==> config.mk <==
export PLATFORM = sky130hd
export DESIGN_NAME = atf_task_file
export DESIGN_NICKNAME = d
export VERILOG_FILES = /design/src/hdl/atf_pkg.sv /design/src/hdl/atf_task_file.sv
export VERILOG_INCLUDE_DIRS = /design/src /design/src/hdl
export SDC_FILE = /design/constraint.sdc
export NUM_CORES = 1
export LEC_CHECK = 0
export ABC_AREA = 1
export BUFFER_PORTS_ARGS = -buffer_cell sky130_fd_sc_hd__buf_4
export CAP_MARGIN = 20
export CORE_ASPECT_RATIO = 0.8
export CORE_MARGIN = 2
export CORE_UTILIZATION = 40
export CTS_BUF_LIST = sky130_fd_sc_hd__clkbuf_4 sky130_fd_sc_hd__clkbuf_8
export DETAILED_ROUTE_END_ITERATION = 7
export PLACE_DENSITY_LB_ADDON = 0.3
export SYNTH_ARGS = -nofsm -noshare
export SYNTH_HDL_FRONTEND = slang
export SYNTH_SLANG_ARGS = --single-unit
==> constraint.sdc <==
create_clock -name mclk -period 3.7 [get_ports mclk]
set_input_delay 0.74 -clock mclk [delete_from_list [all_inputs] [get_ports mclk]]
set_output_delay 0.74 -clock mclk [all_outputs]
set_load 0.03 [all_outputs]
==> src/hdl/atf_defs.svh <==
// Purpose: Constants for the task file status, control and command decode block
// Assumes: Plain register port, one 25 MHz clock
// Notes:   Offsets are byte indexes on the register port
`ifndef ATF_DEFS_SVH
`define ATF_DEFS_SVH

`define ATF_A_STATUS      3'h0
`define ATF_A_SHADOW      3'h1
`define ATF_A_COMMAND     3'h2
`define ATF_A_DEVCTL      3'h3
`define ATF_A_DRVADDR     3'h4
`define ATF_A_DRVHEAD     3'h5
`define ATF_A_SECCNT      3'h6
`define ATF_A_ERROR       3'h7

`define ATF_B_BUSY        7
`define ATF_B_READY       6
`define ATF_B_WFAULT      5
`define ATF_B_SEEK        4
`define ATF_B_DREQ        3
`define ATF_B_FIXED       2
`define ATF_B_FAIL        0
`define ATF_B_SOFT_RESET_BIT        2
`define ATF_B_IRQ_DISABLE_BIT        1
`define ATF_B_DRV         4

`define ATF_C_DIAG        8'h90
`define ATF_C_RD_RETRY    8'h20
`define ATF_C_RD_NORETRY  8'h21
`define ATF_C_WR_RETRY    8'h30
`define ATF_C_WR_NORETRY  8'h31
`define ATF_C_WRM_NOERASE 8'hcd
`define ATF_C_WR_NOERASE  8'h38
`define ATF_C_WRM         8'hc5
`define ATF_C_RDM         8'hc4

`define ATF_SOFT_RESET_BIT_NS       2000
`define ATF_CLK_NS        40
`define ATF_SOFT_RESET_BIT_CYC      ((`ATF_SOFT_RESET_BIT_NS + `ATF_CLK_NS - 1) / `ATF_CLK_NS)
`define ATF_ERR_ABORT     8'h04

`endif

==> src/hdl/atf_pkg.sv <==
// Purpose: Types for the task file block
// Assumes: Used with atf_defs.svh
// Notes:   Nothing here is imported
package atf_pkg;
  typedef enum logic [1:0] {ATF_IDLE, ATF_RUN, ATF_SOFT_RESET_BIT} atf_state_t;

  typedef struct packed {
    logic [7:0] op;
    logic       read;
    logic       write;
    logic       retry;
    logic       erase;
    logic       all_drives;
    logic [8:0] sectors;
  } atf_cmd_t;

  typedef struct packed {
    logic       done;
    logic       fail;
    logic [7:0] cause;
    logic       write_fault;
    logic       seek_done;
    logic       corrected;
    logic       data_req;
  } atf_media_t;
endpackage

==> src/hdl/atf_task_file.sv <==
// Purpose: Status, control and command decode of the task file
// Assumes: Media engine reports through atf_media_t
// Notes:   Register reads answer one cycle after the strobe
`timescale 1ns/100ps
`include "atf_defs.svh"

module atf_task_file (
  input  wire logic               mclk,
  input  wire logic               rstn,
  input  wire logic [2:0]         reg_addr,
  input  wire logic [7:0]         reg_wdata,
  input  wire logic               reg_wr,
  input  wire logic               reg_rd,
  output logic [7:0]              reg_rdata,
  output logic [7:0]              reg_rdata_oe,
  input  wire logic               mem_mode,
  input  wire logic               drive_id,
  output logic                    cmd_start,
  output atf_pkg::atf_cmd_t       cmd_ff,
  input  wire atf_pkg::atf_media_t media,
  output logic                    host_interrupt_request,
  output logic                    host_interrupt_request_oe
);

  // ----------------------------------------------------------------
  // State
  // ----------------------------------------------------------------
  atf_pkg::atf_state_t state_ff;
  logic [7:0]  status_ff;
  logic [7:0]  drvhead_ff;
  logic [7:0]  seccnt_ff;
  logic [7:0]  error_ff;
  logic        irq_disable_bit_ff;
  logic        irq_ff;
  logic        hold_ready_ff;
  logic [7:0]  soft_reset_bit_cnt_ff;
  logic [7:0]  rdata_ff;
  logic [7:0]  rdoe_ff;
  logic        nxt_ready;

  logic wr_cmd;
  logic wr_ctl;
  logic rd_status;
  logic selected;
  logic soft_reset_bit_req;
  atf_pkg::atf_cmd_t nxt_cmd;

  assign wr_cmd    = reg_wr && reg_addr == `ATF_A_COMMAND && state_ff == atf_pkg::ATF_IDLE;
  assign wr_ctl    = reg_wr && reg_addr == `ATF_A_DEVCTL;
  assign rd_status = reg_rd && reg_addr == `ATF_A_STATUS;
  assign selected  = drvhead_ff[`ATF_B_DRV] == drive_id;
  assign soft_reset_bit_req  = wr_ctl && reg_wdata[`ATF_B_SOFT_RESET_BIT];

  // ----------------------------------------------------------------
  // Command decode
  // ----------------------------------------------------------------
  always_comb begin
    nxt_cmd            = '0;
    nxt_cmd.op         = reg_wdata;
    nxt_cmd.erase      = 1'b1;
    nxt_cmd.retry      = 1'b1;
    nxt_cmd.sectors    = (seccnt_ff == 8'h00) ? 9'h100 : {1'b0, seccnt_ff};
    nxt_cmd.all_drives = reg_wdata == `ATF_C_DIAG;
    unique case (reg_wdata)
      `ATF_C_RD_RETRY:    nxt_cmd.read = 1'b1;
      `ATF_C_RD_NORETRY: begin
        nxt_cmd.read  = 1'b1;
        nxt_cmd.retry = 1'b0;
      end
      `ATF_C_RDM:         nxt_cmd.read = 1'b1;
      `ATF_C_WR_RETRY,
      `ATF_C_WRM:         nxt_cmd.write = 1'b1;
      `ATF_C_WR_NORETRY: begin
        nxt_cmd.write = 1'b1;
        nxt_cmd.retry = 1'b0;
      end
      `ATF_C_WRM_NOERASE,
      `ATF_C_WR_NOERASE: begin
        nxt_cmd.write = 1'b1;
        nxt_cmd.erase = 1'b0;
      end
      default: nxt_cmd.op = reg_wdata;
    endcase
  end

  // ----------------------------------------------------------------
  // Control state
  // ----------------------------------------------------------------
  always_ff @(posedge mclk or negedge rstn) begin
    if (!rstn) begin
      state_ff    <= atf_pkg::ATF_IDLE;
      soft_reset_bit_cnt_ff <= 8'h00;
    end else if (soft_reset_bit_req) begin
      state_ff    <= atf_pkg::ATF_SOFT_RESET_BIT;
      soft_reset_bit_cnt_ff <= 8'(`ATF_SOFT_RESET_BIT_CYC);
    end else begin
      unique case (state_ff)
        atf_pkg::ATF_IDLE: begin
          if (wr_cmd && (selected || nxt_cmd.all_drives)) begin
            state_ff <= atf_pkg::ATF_RUN;
          end
        end
        atf_pkg::ATF_RUN: begin
          if (media.done) begin
            state_ff <= atf_pkg::ATF_IDLE;
          end
        end
        atf_pkg::ATF_SOFT_RESET_BIT: begin
          if (soft_reset_bit_cnt_ff == 8'h01) begin
            state_ff <= atf_pkg::ATF_IDLE;
          end
          soft_reset_bit_cnt_ff <= soft_reset_bit_cnt_ff - 8'h01;
        end
      endcase
    end
  end

  assign cmd_start = state_ff == atf_pkg::ATF_IDLE && wr_cmd && (selected || nxt_cmd.all_drives);

  always_ff @(posedge mclk or negedge rstn) begin
    if (!rstn) begin
      cmd_ff <= '0;
    end else if (cmd_start) begin
      cmd_ff <= nxt_cmd;
    end
  end

  // ----------------------------------------------------------------
  // Task file registers
  // ----------------------------------------------------------------
  always_ff @(posedge mclk or negedge rstn) begin
    if (!rstn) begin
      drvhead_ff <= 8'ha0;
      seccnt_ff  <= 8'h01;
      irq_disable_bit_ff    <= 1'b0;
    end else if (state_ff == atf_pkg::ATF_SOFT_RESET_BIT && soft_reset_bit_cnt_ff == 8'h01) begin
      drvhead_ff <= 8'ha0;
      seccnt_ff  <= 8'h01;
    end else if (reg_wr) begin
      if (reg_addr == `ATF_A_DRVHEAD) drvhead_ff <= reg_wdata;
      if (reg_addr == `ATF_A_SECCNT) seccnt_ff <= reg_wdata;
      if (reg_addr == `ATF_A_DEVCTL) irq_disable_bit_ff <= reg_wdata[`ATF_B_IRQ_DISABLE_BIT];
    end
  end

  // ----------------------------------------------------------------
  // Status
  // ----------------------------------------------------------------
  always_comb begin
    nxt_ready = status_ff[`ATF_B_READY];
    if (!hold_ready_ff) begin
      nxt_ready = 1'b1;
    end
  end

  always_ff @(posedge mclk or negedge rstn) begin
    if (!rstn) begin
      status_ff     <= 8'h00;
      error_ff      <= 8'h00;
      hold_ready_ff <= 1'b0;
    end else if (soft_reset_bit_req || state_ff == atf_pkg::ATF_SOFT_RESET_BIT) begin
      status_ff     <= 8'h80;
      hold_ready_ff <= 1'b0;
      if (state_ff == atf_pkg::ATF_SOFT_RESET_BIT && soft_reset_bit_cnt_ff == 8'h01) begin
        status_ff <= 8'h50;
        error_ff  <= 8'h00;
      end
    end else if (cmd_start) begin
      status_ff                <= status_ff;
      status_ff[`ATF_B_BUSY]   <= 1'b1;
      status_ff[`ATF_B_WFAULT] <= 1'b0;
      status_ff[`ATF_B_FIXED]  <= 1'b0;
      status_ff[`ATF_B_FAIL]   <= 1'b0;
      error_ff                 <= 8'h00;
    end else if (state_ff == atf_pkg::ATF_RUN) begin
      status_ff[`ATF_B_WFAULT] <= status_ff[`ATF_B_WFAULT] | media.write_fault;
      status_ff[`ATF_B_SEEK]   <= media.seek_done;
      status_ff[`ATF_B_DREQ]   <= media.data_req;
      status_ff[`ATF_B_FIXED]  <= status_ff[`ATF_B_FIXED] | media.corrected;
      status_ff[1]             <= 1'b0;
      if (media.done) begin
        status_ff[`ATF_B_BUSY] <= 1'b0;
        status_ff[`ATF_B_DREQ] <= 1'b0;
        status_ff[`ATF_B_FAIL] <= media.fail;
        hold_ready_ff          <= media.fail;
        if (media.fail) error_ff <= (media.cause == 8'h00) ? `ATF_ERR_ABORT : media.cause;
      end
    end else begin
      if (rd_status) hold_ready_ff <= 1'b0;
      status_ff[`ATF_B_READY] <= nxt_ready;
    end
  end

  // ----------------------------------------------------------------
  // Interrupt
  // ----------------------------------------------------------------
  always_ff @(posedge mclk or negedge rstn) begin
    if (!rstn) begin
      irq_ff <= 1'b0;
    end else if (state_ff == atf_pkg::ATF_RUN && media.done) begin
      irq_ff <= 1'b1;
    end else if (rd_status || soft_reset_bit_req) begin
      irq_ff <= 1'b0;
    end
  end

  assign host_interrupt_request    = ~irq_ff;
  assign host_interrupt_request_oe = mem_mode || (!irq_disable_bit_ff && selected);

  // ----------------------------------------------------------------
  // Read port
  // ----------------------------------------------------------------
  always_ff @(posedge mclk or negedge rstn) begin
    if (!rstn) begin
      rdata_ff <= 8'h00;
      rdoe_ff  <= 8'h00;
    end else if (reg_rd) begin
      rdoe_ff <= 8'hff;
      unique case (reg_addr)
        `ATF_A_STATUS,
        `ATF_A_SHADOW:  rdata_ff <= status_ff;
        `ATF_A_DRVADDR: begin
          rdata_ff <= {1'b0, 1'b1, ~drvhead_ff[3:0],
                       ~(selected && drive_id), ~(selected && !drive_id)};
          rdoe_ff  <= 8'h7f;
        end
        `ATF_A_DRVHEAD: rdata_ff <= drvhead_ff;
        `ATF_A_SECCNT:  rdata_ff <= seccnt_ff;
        `ATF_A_ERROR:   rdata_ff <= error_ff;
        default:        rdata_ff <= 8'h00;
      endcase
    end else begin
      rdata_ff <= 8'h00;
      rdoe_ff  <= 8'h00;
    end
  end

  assign reg_rdata    = rdata_ff;
  assign reg_rdata_oe = rdoe_ff;

  // ----------------------------------------------------------------
  // Checks
  // ----------------------------------------------------------------
  property p_status_clears_irq;
    @(posedge mclk) disable iff (!rstn)
      rd_status && !(state_ff == atf_pkg::ATF_RUN && media.done) |=> !irq_ff;
  endproperty
  a_status_clears_irq: assert property (p_status_clears_irq) else $error("status read kept irq");

  property p_shadow_keeps_irq;
    @(posedge mclk) disable iff (!rstn)
      reg_rd && reg_addr == `ATF_A_SHADOW && irq_ff && !soft_reset_bit_req |=> irq_ff && rdata_ff == $past(status_ff);
  endproperty
  a_shadow_keeps_irq: assert property (p_shadow_keeps_irq) else $error("shadow read wrong");

  property p_start_busy;
    @(posedge mclk) disable iff (!rstn)
      cmd_start && !soft_reset_bit_req |=> status_ff[`ATF_B_BUSY];
  endproperty
  a_start_busy: assert property (p_start_busy) else $error("busy not set");

  property p_ready_held;
    @(posedge mclk) disable iff (!rstn)
      hold_ready_ff && !rd_status && !soft_reset_bit_req && state_ff == atf_pkg::ATF_IDLE |=> $stable(status_ff[`ATF_B_READY]);
  endproperty
  a_ready_held: assert property (p_ready_held) else $error("ready moved before status read");

  property p_index_zero;
    @(posedge mclk) disable iff (!rstn)
      reg_rd |=> !rdata_ff[1] || $past(reg_addr) != `ATF_A_STATUS;
  endproperty
  a_index_zero: assert property (p_index_zero) else $error("index bit set");

  property p_sector_256;
    @(posedge mclk) disable iff (!rstn)
      cmd_start && seccnt_ff == 8'h00 && !soft_reset_bit_req |=> cmd_ff.sectors == 9'h100;
  endproperty
  a_sector_256: assert property (p_sector_256) else $error("zero count not 256");

  property p_noerase;
    @(posedge mclk) disable iff (!rstn)
      cmd_start && reg_wdata == `ATF_C_WR_NOERASE |=> !cmd_ff.erase && cmd_ff.write;
  endproperty
  a_noerase: assert property (p_noerase) else $error("erase not skipped");

  property p_soft_reset_bit_busy;
    @(posedge mclk) disable iff (!rstn)
      soft_reset_bit_req |=> status_ff[`ATF_B_BUSY] [*8];
  endproperty
  a_soft_reset_bit_busy: assert property (p_soft_reset_bit_busy) else $error("busy dropped in reset");

  property p_drvaddr_heads;
    @(posedge mclk) disable iff (!rstn)
      reg_rd && reg_addr == `ATF_A_DRVADDR |=> rdata_ff[5:2] == ~$past(drvhead_ff[3:0]) && !rdoe_ff[7];
  endproperty
  a_drvaddr_heads: assert property (p_drvaddr_heads) else $error("drive address wrong");

  property p_wfault_set;
    @(posedge mclk) disable iff (!rstn)
      state_ff == atf_pkg::ATF_RUN && media.write_fault && !soft_reset_bit_req |=> status_ff[`ATF_B_WFAULT];
  endproperty
  a_wfault_set: assert property (p_wfault_set) else $error("write fault not set");

  property p_seek_set;
    @(posedge mclk) disable iff (!rstn)
      state_ff == atf_pkg::ATF_RUN && media.seek_done && !soft_reset_bit_req |=> status_ff[`ATF_B_SEEK];
  endproperty
  a_seek_set: assert property (p_seek_set) else $error("seek complete not set");

  property p_dreq_follow;
    @(posedge mclk) disable iff (!rstn)
      state_ff == atf_pkg::ATF_RUN && !media.done && !soft_reset_bit_req |=> status_ff[`ATF_B_DREQ] == $past(media.data_req);
  endproperty
  a_dreq_follow: assert property (p_dreq_follow) else $error("data request wrong");

  property p_fixed_set;
    @(posedge mclk) disable iff (!rstn)
      state_ff == atf_pkg::ATF_RUN && media.corrected && !soft_reset_bit_req |=> status_ff[`ATF_B_FIXED];
  endproperty
  a_fixed_set: assert property (p_fixed_set) else $error("fixed data not set");

  property p_fail_flag;
    @(posedge mclk) disable iff (!rstn)
      state_ff == atf_pkg::ATF_RUN && media.done && !soft_reset_bit_req |=>
        !status_ff[`ATF_B_BUSY] && status_ff[`ATF_B_FAIL] == $past(media.fail);
  endproperty
  a_fail_flag: assert property (p_fail_flag) else $error("error bit wrong at end");

  property p_irq_float;
    @(posedge mclk) disable iff (!rstn)
      !mem_mode && (irq_disable_bit_ff || drvhead_ff[`ATF_B_DRV] != drive_id) |-> !host_interrupt_request_oe;
  endproperty
  a_irq_float: assert property (p_irq_float) else $error("interrupt pin driven while gated");

  property p_mem_mode_drive;
    @(posedge mclk) disable iff (!rstn)
      mem_mode |-> host_interrupt_request_oe;
  endproperty
  a_mem_mode_drive: assert property (p_mem_mode_drive) else $error("interrupt pin gated in memory mode");

  property p_read_retry;
    @(posedge mclk) disable iff (!rstn)
      cmd_start && (reg_wdata == `ATF_C_RD_RETRY || reg_wdata == `ATF_C_RD_NORETRY) |=>
        cmd_ff.read && cmd_ff.retry == !$past(reg_wdata[0]);
  endproperty
  a_read_retry: assert property (p_read_retry) else $error("retry pair decoded wrong");

  property p_diag_any_drive;
    @(posedge mclk) disable iff (!rstn)
      wr_cmd && reg_wdata == `ATF_C_DIAG |-> cmd_start;
  endproperty
  a_diag_any_drive: assert property (p_diag_any_drive) else $error("diagnostic refused");

  property p_soft_reset_bit_idle;
    @(posedge mclk) disable iff (!rstn)
      state_ff == atf_pkg::ATF_SOFT_RESET_BIT && soft_reset_bit_cnt_ff == 8'h01 && !soft_reset_bit_req |=>
        state_ff == atf_pkg::ATF_IDLE && status_ff == 8'h50 && drvhead_ff == 8'ha0 && error_ff == 8'h00;
  endproperty
  a_soft_reset_bit_idle: assert property (p_soft_reset_bit_idle) else $error("soft reset end wrong");

endmodule

# After elaboration in Yosys (flattened, before gate mapping)
# Index checks and enable logic that the tools add are counted.
op_classes:
  add_sub_neg: 1
  multipliers: 0
  div_mod_pow: 0
  order_cmp: 0
  eq_ne: 28
  n_shift: 0
  n_mux: 45
  n_bitwise: 7
  n_reduce_logical: 47
ops:
  columns: ["operator", "count"]
  rows:
  - ["$mux W8", 21]
  - ["$eq A8 B6 Y1 const B", 5]
  - ["$pmux W8 S5", 1]
  - ["$eq A8 B8 Y1 const B", 4]
  - ["$logic_not A8 Y1", 2]
  - ["$mux W1", 16]
  - ["$logic_and A1 B1 Y1", 13]
  - ["$eq A3 B3 Y1 const B", 4]
  - ["$ne A3 B3 Y1 const B", 4]
  - ["$reduce_and A3 Y1", 4]
  - ["$reduce_bool A2 Y1", 6]
  - ["$reduce_bool A3 Y1", 4]
  - ["$mux W9", 1]
  - ["$eq A8 B1 Y1 const B", 1]
  - ["$mux W2", 4]
  - ["$reduce_and A2 Y1", 4]
  - ["$sub A8 B1 Y8 const B", 1]
  - ["$eq A3 B2 Y1 const B", 2]
  - ["$mux W6", 1]
  - ["$pmux W2 S3", 1]
  - ["$reduce_or A2 Y1", 3]
  - ["$reduce_or A5 Y1", 1]
  - ["$logic_or A1 B1 Y1", 4]
  - ["$ne A2 B1 Y1 const B", 2]
  - ["13 further kinds", 19]
totals:
  ff_bits: 83
  latch_bits: 0
  mem_bits_rw: 0
  mem_bits_ro: 0
  inputBits: 31
  out_inout_bits: 41
  mem_count: 0

# Depth between registers and ports, before layout
# Gate-level depths: netlist (run 1).
depth:
  depth_word: 7
  depth_mapped: 10
  mapped_depth_nobuf: 10

# Worst setup path before layout (run 1)
# No wires, ideal clock.
synth_timing:
  path_type: "input port to output port"
  from: "in drive_id"
  to: "out host_interrupt_request_oe"
  arrival_ns: 1.548
  path_slack_ns: 1.412
  stages: 3
  path_buffers: 0
  path_cell_list: "inv_1 -> ha_1 -> o21bai_1"
synth_via:
  elab_chain_len: 3
synth_lines:
  columns: ["element", "line", "text"]
  rows:
  - ["start, declared", "atf_task_file.sv:17", "input wire logic drive_id,"]
  - ["$eq A1 B1 Y1", "atf_task_file.sv:51", "assign selected = drvhead_ff[`ATF_B_DRV] == drive_id;"]
  - ["$logic_and A1 B1 Y1", "atf_task_file.sv:208", "assign host_interrupt_request_oe = mem_mode || (!irq_disable_bit_ff && selected);"]
  - ["$logic_or A1 B1 Y1", "atf_task_file.sv:208", null]
  - ["end, declared", "atf_task_file.sv:22", "output logic host_interrupt_request_oe"]
# No other way between the ends.

# Worst setup path after layout (run 1)
layout_timing:
  from: "reg state_ff[0]"
  to: "out cmd_start"
layout_via:
  elab_chain_len: 4
layout_lines:
  columns: ["element", "line", "text"]
  rows:
  - ["start, declared", "atf_task_file.sv:28", "atf_pkg::atf_state_t state_ff;"]
  - ["start signal, assigned", "atf_task_file.sv:91", "state_ff <= atf_pkg::ATF_IDLE;"]
  - ["start signal, assigned", "atf_task_file.sv:94", "state_ff <= atf_pkg::ATF_SOFT_RESET_BIT;"]
  - ["start signal, assigned", "atf_task_file.sv:100", "state_ff <= atf_pkg::ATF_RUN;"]
  - ["$logic_not A2 Y1 (*)", "atf_task_file.sv:48, atf_task_file.sv:118", null]
  - ["$logic_and A1 B1 Y1", "atf_task_file.sv:48", "assign wr_cmd = reg_wr && reg_addr == `ATF_A_COMMAND && state_ff == atf_pkg::ATF_IDLE;"]
  - ["$logic_and A1 B1 Y1 (*) (2 in a row)", "atf_task_file.sv:118", "assign cmd_start = state_ff == atf_pkg::ATF_IDLE && wr_cmd && (selected || nxt_cmd.all_drives);"]
  - ["end, declared", "atf_task_file.sv:18", "output logic cmd_start,"]
# Mark *: on every way between the ends. The rest lies on a longest branch, timed or not.

==> out/qor.tcl, run 1 <==
set qor(setup_total_negative_slack_ns) 0
set qor(cts_tree) {built}
set qor(power_leakage_uw) 0.002360
set qor(critPathLaunchType) {flip-flop}
set qor(worst-setup-path-type) {reg -> out}
set qor(dr_total_vias) 3226
set qor(cp_cell_sequence) {inv_1 > ha_1 > nand2_1 > nor2_2 > nand2_2 > nand2_4 > buf_4}
set qor(worst_ir_drop_vdd_mv) 0.2939
set qor(critPathArrivalTime_ns) 1.82
set qor(grtUsageTotal_pct) 18.79
set qor(layoutNonFillerInstCount) 639
set qor(synth_top_family_by_area) {simple AND/OR/NAND/NOR gates}
set qor(synth.yosys.warnings) 0
set qor(post-layout-total-power_uw) 2972
set qor(syn-cell-area_mm2) 0.003706
set qor(commonest_cells_after_routing_fill_and_taps_aside) {nand2_1 (116), dfrtp_1 (73), buf_4 (72), inv_1 (61), nor2_1 (48)}
set qor(worstMarginPinSlew_ns) 0.9440
set qor(layout_commonest_cell) {nand2_1}
set qor(critical_path_buf_inv_count) 2
set qor(final_layout_size_suffix_gt1_share_pct) 20.23
set qor(post-cts-setup-buffers) 0
set qor(fmax_mhz) 390.5
set qor(postCtsResizedCells) 0
set qor(cts.clk_slew.worst_paths_ns) 0.08
set qor(critical_path.max_fanout) 6
set qor(synth-xor-area-share_pct) 0.4727
set qor(cts-buffers-inserted) 9
set qor(drt_first_iter_violations) 142
set qor(synth.area.mux_share_pct) 0
set qor(min_path_cells) 2
set qor(die_y_um) 90.10
set qor(timing.critical_path.max_delay_family) {simple AND/OR/NAND/NOR gates}
set qor(max-slew-margin-rel_pct) 37.07
set qor(critPathRequiredTime_ns) 2.96
set qor(ioPinCount) 72
set qor(timing.critical_path.to_type) {primary output}
set qor(p_per_area_mw_per_mm2) 657.0
set qor(crit_path_max_incr_delay_ns) 0.40
set qor(nNetsFinal) 557
set qor(insertedDiodeCount) 0
set qor(firstDrtPassIters) 4
set qor(post_synth_and_or_nand_nor_area_fraction_pct) 24.21
set qor(die_outline_area_mm2) 0.01006
set qor(cts.sink_count) 76
set qor(post-route-min-period_ns) 2.561
set qor(synth_nets) 488
set qor(final-setup-viol-count) 0
set qor(hold_class) {reg -> reg}
set qor(setup.worst_path.start) {state_ff[0]$_DFFE_PN0P_}
set qor(dp.final_hpwl_mm) 6.868
set qor(largest_net_degree_at_the_start_of_global_routing) 77
set qor(post-route-period-util_pct) 69.22
set qor(fp-row-count) 31
set qor(rrSetupSlack_ns) 1.52
set qor(io_buf_count) 71
set qor(critical_r2r_capture) {error_ff[3]$_DFFE_PN0P_}
set qor(routedWlPerCell_um) 14.25
set qor(grt_first_pass_wirelength_mm) 15.19
set qor(drc) 0
set qor(ctsHoldBuffers) 0
set qor(synth.yosys.seq_area_share_pct) 51.42
set qor(worst_hold_path.endpoint) {cmd_ff[4]$_DFFE_PN0P_}
set qor(cap_viol_max_count) 0
set qor(viasPerCell) 5.049
set qor(routed_wl_mm) 9.108
set qor(number_of_hold_slack_violations_in_the_final_timing_report) 0
set qor(syn_area_per_cell_um2) 8.236
set qor(first_global_vias) 3091
set qor(gr_ovfl_total) 0
set qor(core_mm2) 0.009037
set qor(regToRegStartpoint) {soft_reset_bit_cnt_ff[1]$_DFFE_PN0P_}
set qor(cts_max_path_buffers) 2
set qor(clk_latency_ns) 0.35
set qor(holdCritStartpoint) {cmd_ff[4]$_DFFE_PN0P_}
set qor(synthesis.instances) 450
set qor(layout-area-overhead-vs-synth_pct) 22.05
set qor(clock_skew_ns) 0.008609
set qor(cpMaxStageDelayCell) {dfrtp_1}
set qor(clock_tree.root_cell) {clkbuf_8}
set qor(grt_setup_unrepaired) {no}
set qor(netlist-cell-type-count) 36
set qor(initial_core_util_pct) 41.01
set qor(yosys.area_share.adder_pct) 2.363
set qor(die_width_um) 111.6
set qor(initial_antenna_violation_count) 0
set qor(synth.ff_latch_count) 76
set qor(cts-htree-levels) 3
set qor(synth_compound_area_share_pct) 12.56
set qor(placer_s_final_routability_congestion_estimate) 0.8788
set qor(reg2reg_depth) 9
set qor(ant_nets_after_route) 0
set qor(dp_cells) 623
set qor(report.final.slew_viol_count) 0
set qor(run_status) {finished, final reports clean}
-- routing by layer --
layer | part of all wire [%] | wire [µm] | global-route usage [%]
met5 | 0 | 0 | 0
met4 | 2.6 | 241 | 5.658
met3 | 4.9 | 445 | 5.597
met2 | 45 | 4099 | 28.81
met1 | 47 | 4322 | 25.92
-- state kept, by name (all words and copies together), names as in the netlist --
signal / flops
cmd_ff: 22
drvhead_ff: 8
error_ff: 8
hold_ready_ff: 1
irq_disable_bit_ff: 1
irq_ff: 1
reg_rdata: 8
reg_rdata_oe: 2
seccnt_ff: 8
soft_reset_bit_cnt_ff: 8
state_ff: 2
status_ff: 7
-- through the flow --
stage,utilization [%],worst slack (ns),hold WS (ns),cell area (µm²)
final,50.05,1.139,0.4880,4523
after global placement,47.51,1.220,0.4669,4294
after global routing,50.05,1.027,0.5034,4523
after CTS,50.05,1.115,0.4886,4523
after detailed placement,47.51,1.198,0.4654,4294
after floorplan,-,1.412,0.4422,3706
-- where the power goes --
| part | internal [µW] | switching [µW] |
|---|---|---|
| combinational | 369 | 623 |
| sequential | 1090 | 166 |
| clock | 408 | 313 |
-- cells by family after synthesis --
kind of cell | Yosys count
adder cells (fa/ha/maj) | 7
flip-flops | 76
XOR/XNOR | 2
buffers and inverters | 77
AO/OA/AOI/OAI | 80
AND/OR/NAND/NOR | 208
-- worst reg2reg max path, stage by stage (launching register included) --
cell	delay [ns]
dfrtp_1	0.39
inv_1	0.08
ha_1	0.15
nand2_1	0.05
nor2_1	0.16
nand2_1	0.33
nand2_1	0.43
nand2_1	0.27
nand2_1	0.14
nand2_1	0.07
-- area by class of cell --
class                   instances  area, µm²
clock buffers                  11      145.1
flip-flops and latches         76       1906
multi-input cells             297       1468
clock inverters                 5      83.83
fillers                       854       4514
well taps                     115      143.9
repair buffers                 72      540.5
inverters                      63      236.5
-- worst max-delay path by stage --
stage                                            to  slack (ns)  cells after the start
after CTS                                 cmd_start        1.12                      7
after floorplan           host_interrupt_request_oe        1.41                      3
after global placement                    cmd_start        1.22                      7
after detailed placement                  cmd_start        1.20                      7
after global routing                      cmd_start        1.03                      7
final                                     cmd_start        1.14                      7
-- synth_stat cells --
master	n	area, µm²
dfstp_2	3	78.83
dfrtp_1	73	1827
xor2_1	1	8.760
nor2_4	1	11.26
xnor2_1	1	8.760
a31oi_1	6	37.54
clkinv_1	1	3.750
a41oi_1	2	17.52
ha_1	7	87.58
inv_2	1	3.750
nand3_2	3	30.03
nand3_1	14	70.07
nand3b_1	2	15.01
o22ai_1	2	12.51
a21o_1	1	7.510
nand4_1	16	100.1
o31ai_1	1	7.510
nor2_2	3	18.77
buf_4	8	60.06
nand2_1	116	435.4
a211oi_1	3	22.52
inv_1	61	229.0
nand2_4	1	11.26
o21ai_4	1	16.27
o21ai_2	1	8.760
nand2_2	4	25.02
o21ai_1	3	15.01
a22oi_1	3	22.52
buf_6	1	11.26
o21ai_0	38	190.2
buf_2	5	25.02
a21boi_1	1	7.510
o21bai_1	1	7.510
o211ai_1	3	22.52
a21oi_1	14	70.07
nor2_1	48	180.2
No activity file was read; power rests on OpenSTA's default activity.
==> inputs of run 2 (changes only) <==
--- a/config.mk
+++ b/config.mk
@@ -6,7 +6,7 @@
 export SDC_FILE = /design/constraint.sdc
 export NUM_CORES = 1
 export LEC_CHECK = 0
-export ABC_AREA = 1
+export ABC_AREA = 0
 export BUFFER_PORTS_ARGS = -buffer_cell sky130_fd_sc_hd__buf_4
 export CAP_MARGIN = 20
 export CORE_ASPECT_RATIO = 0.8
==> constraint.sdc (replaced) <==
create_clock -name mclk -period 2.2 [get_ports mclk]
set_input_delay 0.44 -clock mclk [delete_from_list [all_inputs] [get_ports mclk]]
set_output_delay 0.44 -clock mclk [all_outputs]
set_load 0.03 [all_outputs]
==> run 2 against run 1 <==
Against the previous run:
- clock power rose by 54%
- final area increased by 9.6%
- clock skew hardly changed
- synthesized cell count down 11%
- register-to-register slack worse by 1.3 ns
- global-route usage up 1.8 points
- critical endpoint unchanged
- worst hold slack lost 0.45 ns
- core utilization grew 1.3 points
- non-clock buffer count rose by 30
==> out/qor.tcl, run 2 <==
set qor(power.net_switching_uw) 1947 ;# +77%
set qor(clk_latency_ns) 0.36 ;# about the same
set qor(first_global_vias) 3258 ;# +5.4%
set qor(cts.clk_slew.worst_paths_ns) 0.08 ;# about the same
set qor(worst_ir_drop_vdd_mv) 0.5902 ;# +100%
set qor(critPathArrivalTime_ns) 1.66 ;# -0.16 ns
set qor(grt_setup_unrepaired) {no}
set qor(layout-area-overhead-vs-synth_pct) 25.26
set qor(number_of_hold_slack_violations_in_the_final_timing_report) 0 ;# unchanged
set qor(setup.worst_path.start) {reg_wdata[2]}
set qor(gr_ovfl_total) 0 ;# unchanged
set qor(final_worst_hold_slack_ns) 0.04155 ;# -0.4465 ns
set qor(synth-xor-area-share_pct) 0.8852 ;# +0.41 points
set qor(fmax_mhz) 475.8
set qor(yosys.area_share.adder_pct) 2.213 ;# -0.15 points
set qor(grt_first_pass_wirelength_mm) 16.73 ;# +10%
set qor(run_status) {finished, final reports clean}
set qor(synthesis.instances) 400 ;# -11%
set qor(die_outline_area_mm2) 0.01071 ;# +6.5%
set qor(synth.area.mux_share_pct) 9.232 ;# +9.2 points
set qor(p_int_uw) 3280 ;# +75%
set qor(most_instantiated_library_cell_after_synthesis) {dfrtp_1}
set qor(dr_total_vias) 3317 ;# +2.8%
set qor(placer_s_final_routability_congestion_estimate) 0.8961 ;# +2.0%
set qor(setup_total_negative_slack_ns) 0 ;# unchanged
set qor(cts-buffers-inserted) 9 ;# unchanged
set qor(commonest_cells_after_routing_fill_and_taps_aside) {buf_4 (101), dfrtp_1 (73), nand2_1 (56), a21oi_1 (31)}
set qor(layout_commonest_cell) {buf_4}
set qor(nNetsFinal) 519 ;# -6.8%
set qor(die_y_um) 92.97 ;# +3.2%
set qor(end_of_flow_core_utilization_pct) 51.37 ;# +1.3 points
set qor(final_layout_size_suffix_gt1_share_pct) 31.07 ;# +11 points
set qor(worstMarginPinSlew_ns) 0.8327 ;# -0.1113 ns
set qor(cpMaxStageDelayCell) {or4b_4}
set qor(reg2reg_depth) 5 ;# -4
set qor(critical_r2r_capture) {status_ff[4]$_DFFE_PN0P_}
set qor(cts_max_path_buffers) 2 ;# unchanged
set qor(rrSetupSlack_ns) 0.24 ;# -1.28 ns
set qor(viasPerCell) 5.333 ;# +5.6%
set qor(hold_class) {in -> async}
set qor(critPathRequiredTime_ns) 1.76 ;# -1.20 ns
set qor(synth_compound_area_share_pct) 15.74 ;# +3.2 points
set qor(clock_skew_ns) 0.008603 ;# -0.000005440 ns
set qor(cts_tree) {built}
set qor(initial_antenna_violation_count) 0 ;# unchanged
set qor(routed_wl_mm) 10.48 ;# +15%
set qor(cts.sink_count) 76 ;# unchanged
set qor(critical_path.max_fanout) 4 ;# -2
set qor(synth.yosys.warnings) 0 ;# unchanged
set qor(clock_tree.root_cell) {clkbuf_8}
set qor(post-route-period-util_pct) 95.54
set qor(cp-endpoint) {cmd_start}
set qor(routedWlPerCell_um) 16.85 ;# +18%
set qor(worst-setup-path-type) {in -> out}
set qor(number_of_enable_flip_flop_cells_after_synthesis) 0 ;# unchanged
set qor(synth_nets) 438 ;# -10%
set qor(fp-row-count) 32 ;# +3.2%
set qor(post-route-min-period_ns) 2.102
set qor(drt_first_iter_violations) 343 ;# +140%
set qor(firstDrtPassIters) 4 ;# unchanged
set qor(report.final.slew_viol_count) 0 ;# unchanged
set qor(syn-cell-area_mm2) 0.003958 ;# +6.8%
set qor(max-slew-margin-rel_pct) 44.49 ;# +7.4 points
set qor(post-layout-total-power_uw) 5227 ;# +76%
set qor(synth_cell_count_leaders) {dfrtp_1 (73), nand2_1 (56), a21oi_1 (31)}
set qor(power.switching_fraction_pct) 37.25 ;# +0.18 points
set qor(dp.final_hpwl_mm) 7.782 ;# +13%
set qor(placed_instance_area_mm2) 0.004727 ;# +10%
set qor(ioPinCount) 72 ;# unchanged
set qor(post_synth_and_or_nand_nor_area_fraction_pct) 17.39 ;# -6.8 points
set qor(initial_core_util_pct) 41.01 ;# about the same
set qor(synth_area_leaders) {dfrtp_1 (46%), mux2_4 (6.1%), nand2_1 (5.3%)}
set qor(die_width_um) 115.2 ;# +3.2%
set qor(crit_path_max_incr_delay_ns) 0.59 ;# +0.19 ns
set qor(core_mm2) 0.009649 ;# +6.8%
set qor(final-setup-viol-count) 0 ;# unchanged
set qor(cts-htree-levels) 3 ;# unchanged
set qor(ant_nets_after_route) 0 ;# unchanged
set qor(drc) 0 ;# unchanged
set qor(netlist-cell-type-count) 58 ;# +61%
set qor(timing.critical_path.to_type) {primary output}
set qor(share_seq_of_total_power_pct) 41.6 ;# -0.7 points
set qor(synthDominantAreaCellType) {dfrtp_1}
set qor(registers.top_by_ff_count) {cmd_ff}
set qor(number_of_flip_flops_in_the_largest_register) 22 ;# unchanged
set qor(synth_top_family_by_area) {simple AND/OR/NAND/NOR gates}
set qor(dominantRegCellSynth) {dfrtp_1}
set qor(grtUsageTotal_pct) 20.58 ;# +1.8 points
set qor(fin_area_mm2) 0.004957 ;# +9.6%
set qor(synth.yosys.seq_area_share_pct) 48.15 ;# -3.3 points
set qor(yosys.area.top_type_share_pct) 46.16 ;# -3.1 points
set qor(power_leakage_uw) 0.002366 ;# +0.27%
set qor(insertedDiodeCount) 0 ;# unchanged
set qor(regToRegStartpoint) {soft_reset_bit_cnt_ff[5]$_DFFE_PN0P_}
set qor(syn_area_per_cell_um2) 9.894 ;# +20%
set qor(synth.ff_latch_count) 76 ;# unchanged
set qor(ctsHoldBuffers) 0 ;# unchanged
set qor(power_frac_clock_pct) 21.3 ;# -3.0 points
set qor(largest_net_degree_at_the_start_of_global_routing) 41 ;# -47%
set qor(critical_path.most_common_cell) {buf_4}
set qor(io_buf_count) 71 ;# unchanged
set qor(combinationalPowerShare_pct) 37.1 ;# +3.7 points
set qor(critPathLaunchType) {input pin}
set qor(p_per_area_mw_per_mm2) 1054 ;# +60%
set qor(cap_viol_max_count) 0 ;# unchanged
set qor(synthArstFlopShare_pct) 100.0 ;# unchanged
set qor(cp_cell_sequence) {buf_4 > or4b_4 > o21ai_4 > nand2_2 > inv_4 > buf_4}
-- run 2: cell count changes in the layout (fill, tap and decap cells not counted), sizes merged, moves of 7 or more --
cell and delta:
a21oi +17, and2 +8, buf +30, inv -41
mux2 +18, mux2i +8, nand2 -64, nand4 -16
nor2 -31, o2111ai +9, o211ai +7, o21a +7
o21ai -20
-- run 2: timing repair --
action | 4_1_cts | 5_1_grt
endpoints found under the setup margin | 0 | 2
buffers inserted | 0 | 1
resized for setup | 0 | 4
-- run 2: kinds of logic (layout without fill, tap and decap cells) --
| family | Yosys count | count (layout) |
|---|---|---|
| AO/OA/AOI/OAI | 96 | 96 |
| XOR/XNOR | 4 | 4 |
| adder cells (fa/ha/maj) | 7 | 7 |
| buffers and inverters | 53 | 139 |
| flip-flops | 76 | 76 |
| multiplexers | 27 | 27 |
| AND/OR/NAND/NOR | 137 | 137 |
-- run 2: cell type report --
class                           instances  area, µm²
Inverter                               21      81.33
Fill cell                             888       4692
Sequential cell                        76       1906
Clock inverter                          6      71.32
Timing Repair Buffer                  102      778.2
Tap cell                              136      170.2
Clock buffer                           10      137.6
Multi-Input combinational cell        271       1813
-- run 2: worst min-delay path by stage --
stage / startpoint / depth (start not counted) / to
CTS: rstn / 1 / reg_rdata_oe[6]$_DFF_PN0_
floorplan: rstn / 0 / cmd_ff[0]$_DFFE_PN0P_
global route: rstn / 1 / reg_rdata_oe[6]$_DFF_PN0_
detailed placement: rstn / 1 / reg_rdata_oe[6]$_DFF_PN0_
finish: rstn / 1 / reg_rdata_oe[6]$_DFF_PN0_
global placement: rstn / 1 / reg_rdata_oe[6]$_DFF_PN0_
-- run 2: through the flow --
step | setup slack (ns) | instances
floorplan | 0.1152 | 400
global placement | 0.07321 | 605
detailed placement | 0.04361 | 605
CTS | 0.02815 | 621
global route | 0.02894 | 622
finish | 0.09822 | 622
-- run 2: power by group through the flow --
| stage | clock network (µW) | registers (µW) | logic [µW] |
|---|---|---|---|
| after floorplan | 0 | 2430 | 975 |
| after global placement | 0 | 2180 | 1900 |
| after detailed placement | 0 | 2190 | 1930 |
| after CTS | 1150 | 2170 | 1940 |
| after global routing | 1210 | 2230 | 2120 |
| final | 1110 | 2180 | 1940 |
-- run 2: metal layers --
layer	GRT usage (%)	vias up	part of all wire [%]
li1	-	1571	-
met1	30.18	1624	48
met2	30.64	110	44
met3	5.432	12	6.5
met4	4.217	0	1.3
met5	0	-	0
-- run 2: critical path: cells and delay by family --
family,cells,cell delay (ns)
compound gates,1,0.20
simple gates,2,0.70
buf+inv,3,0.33
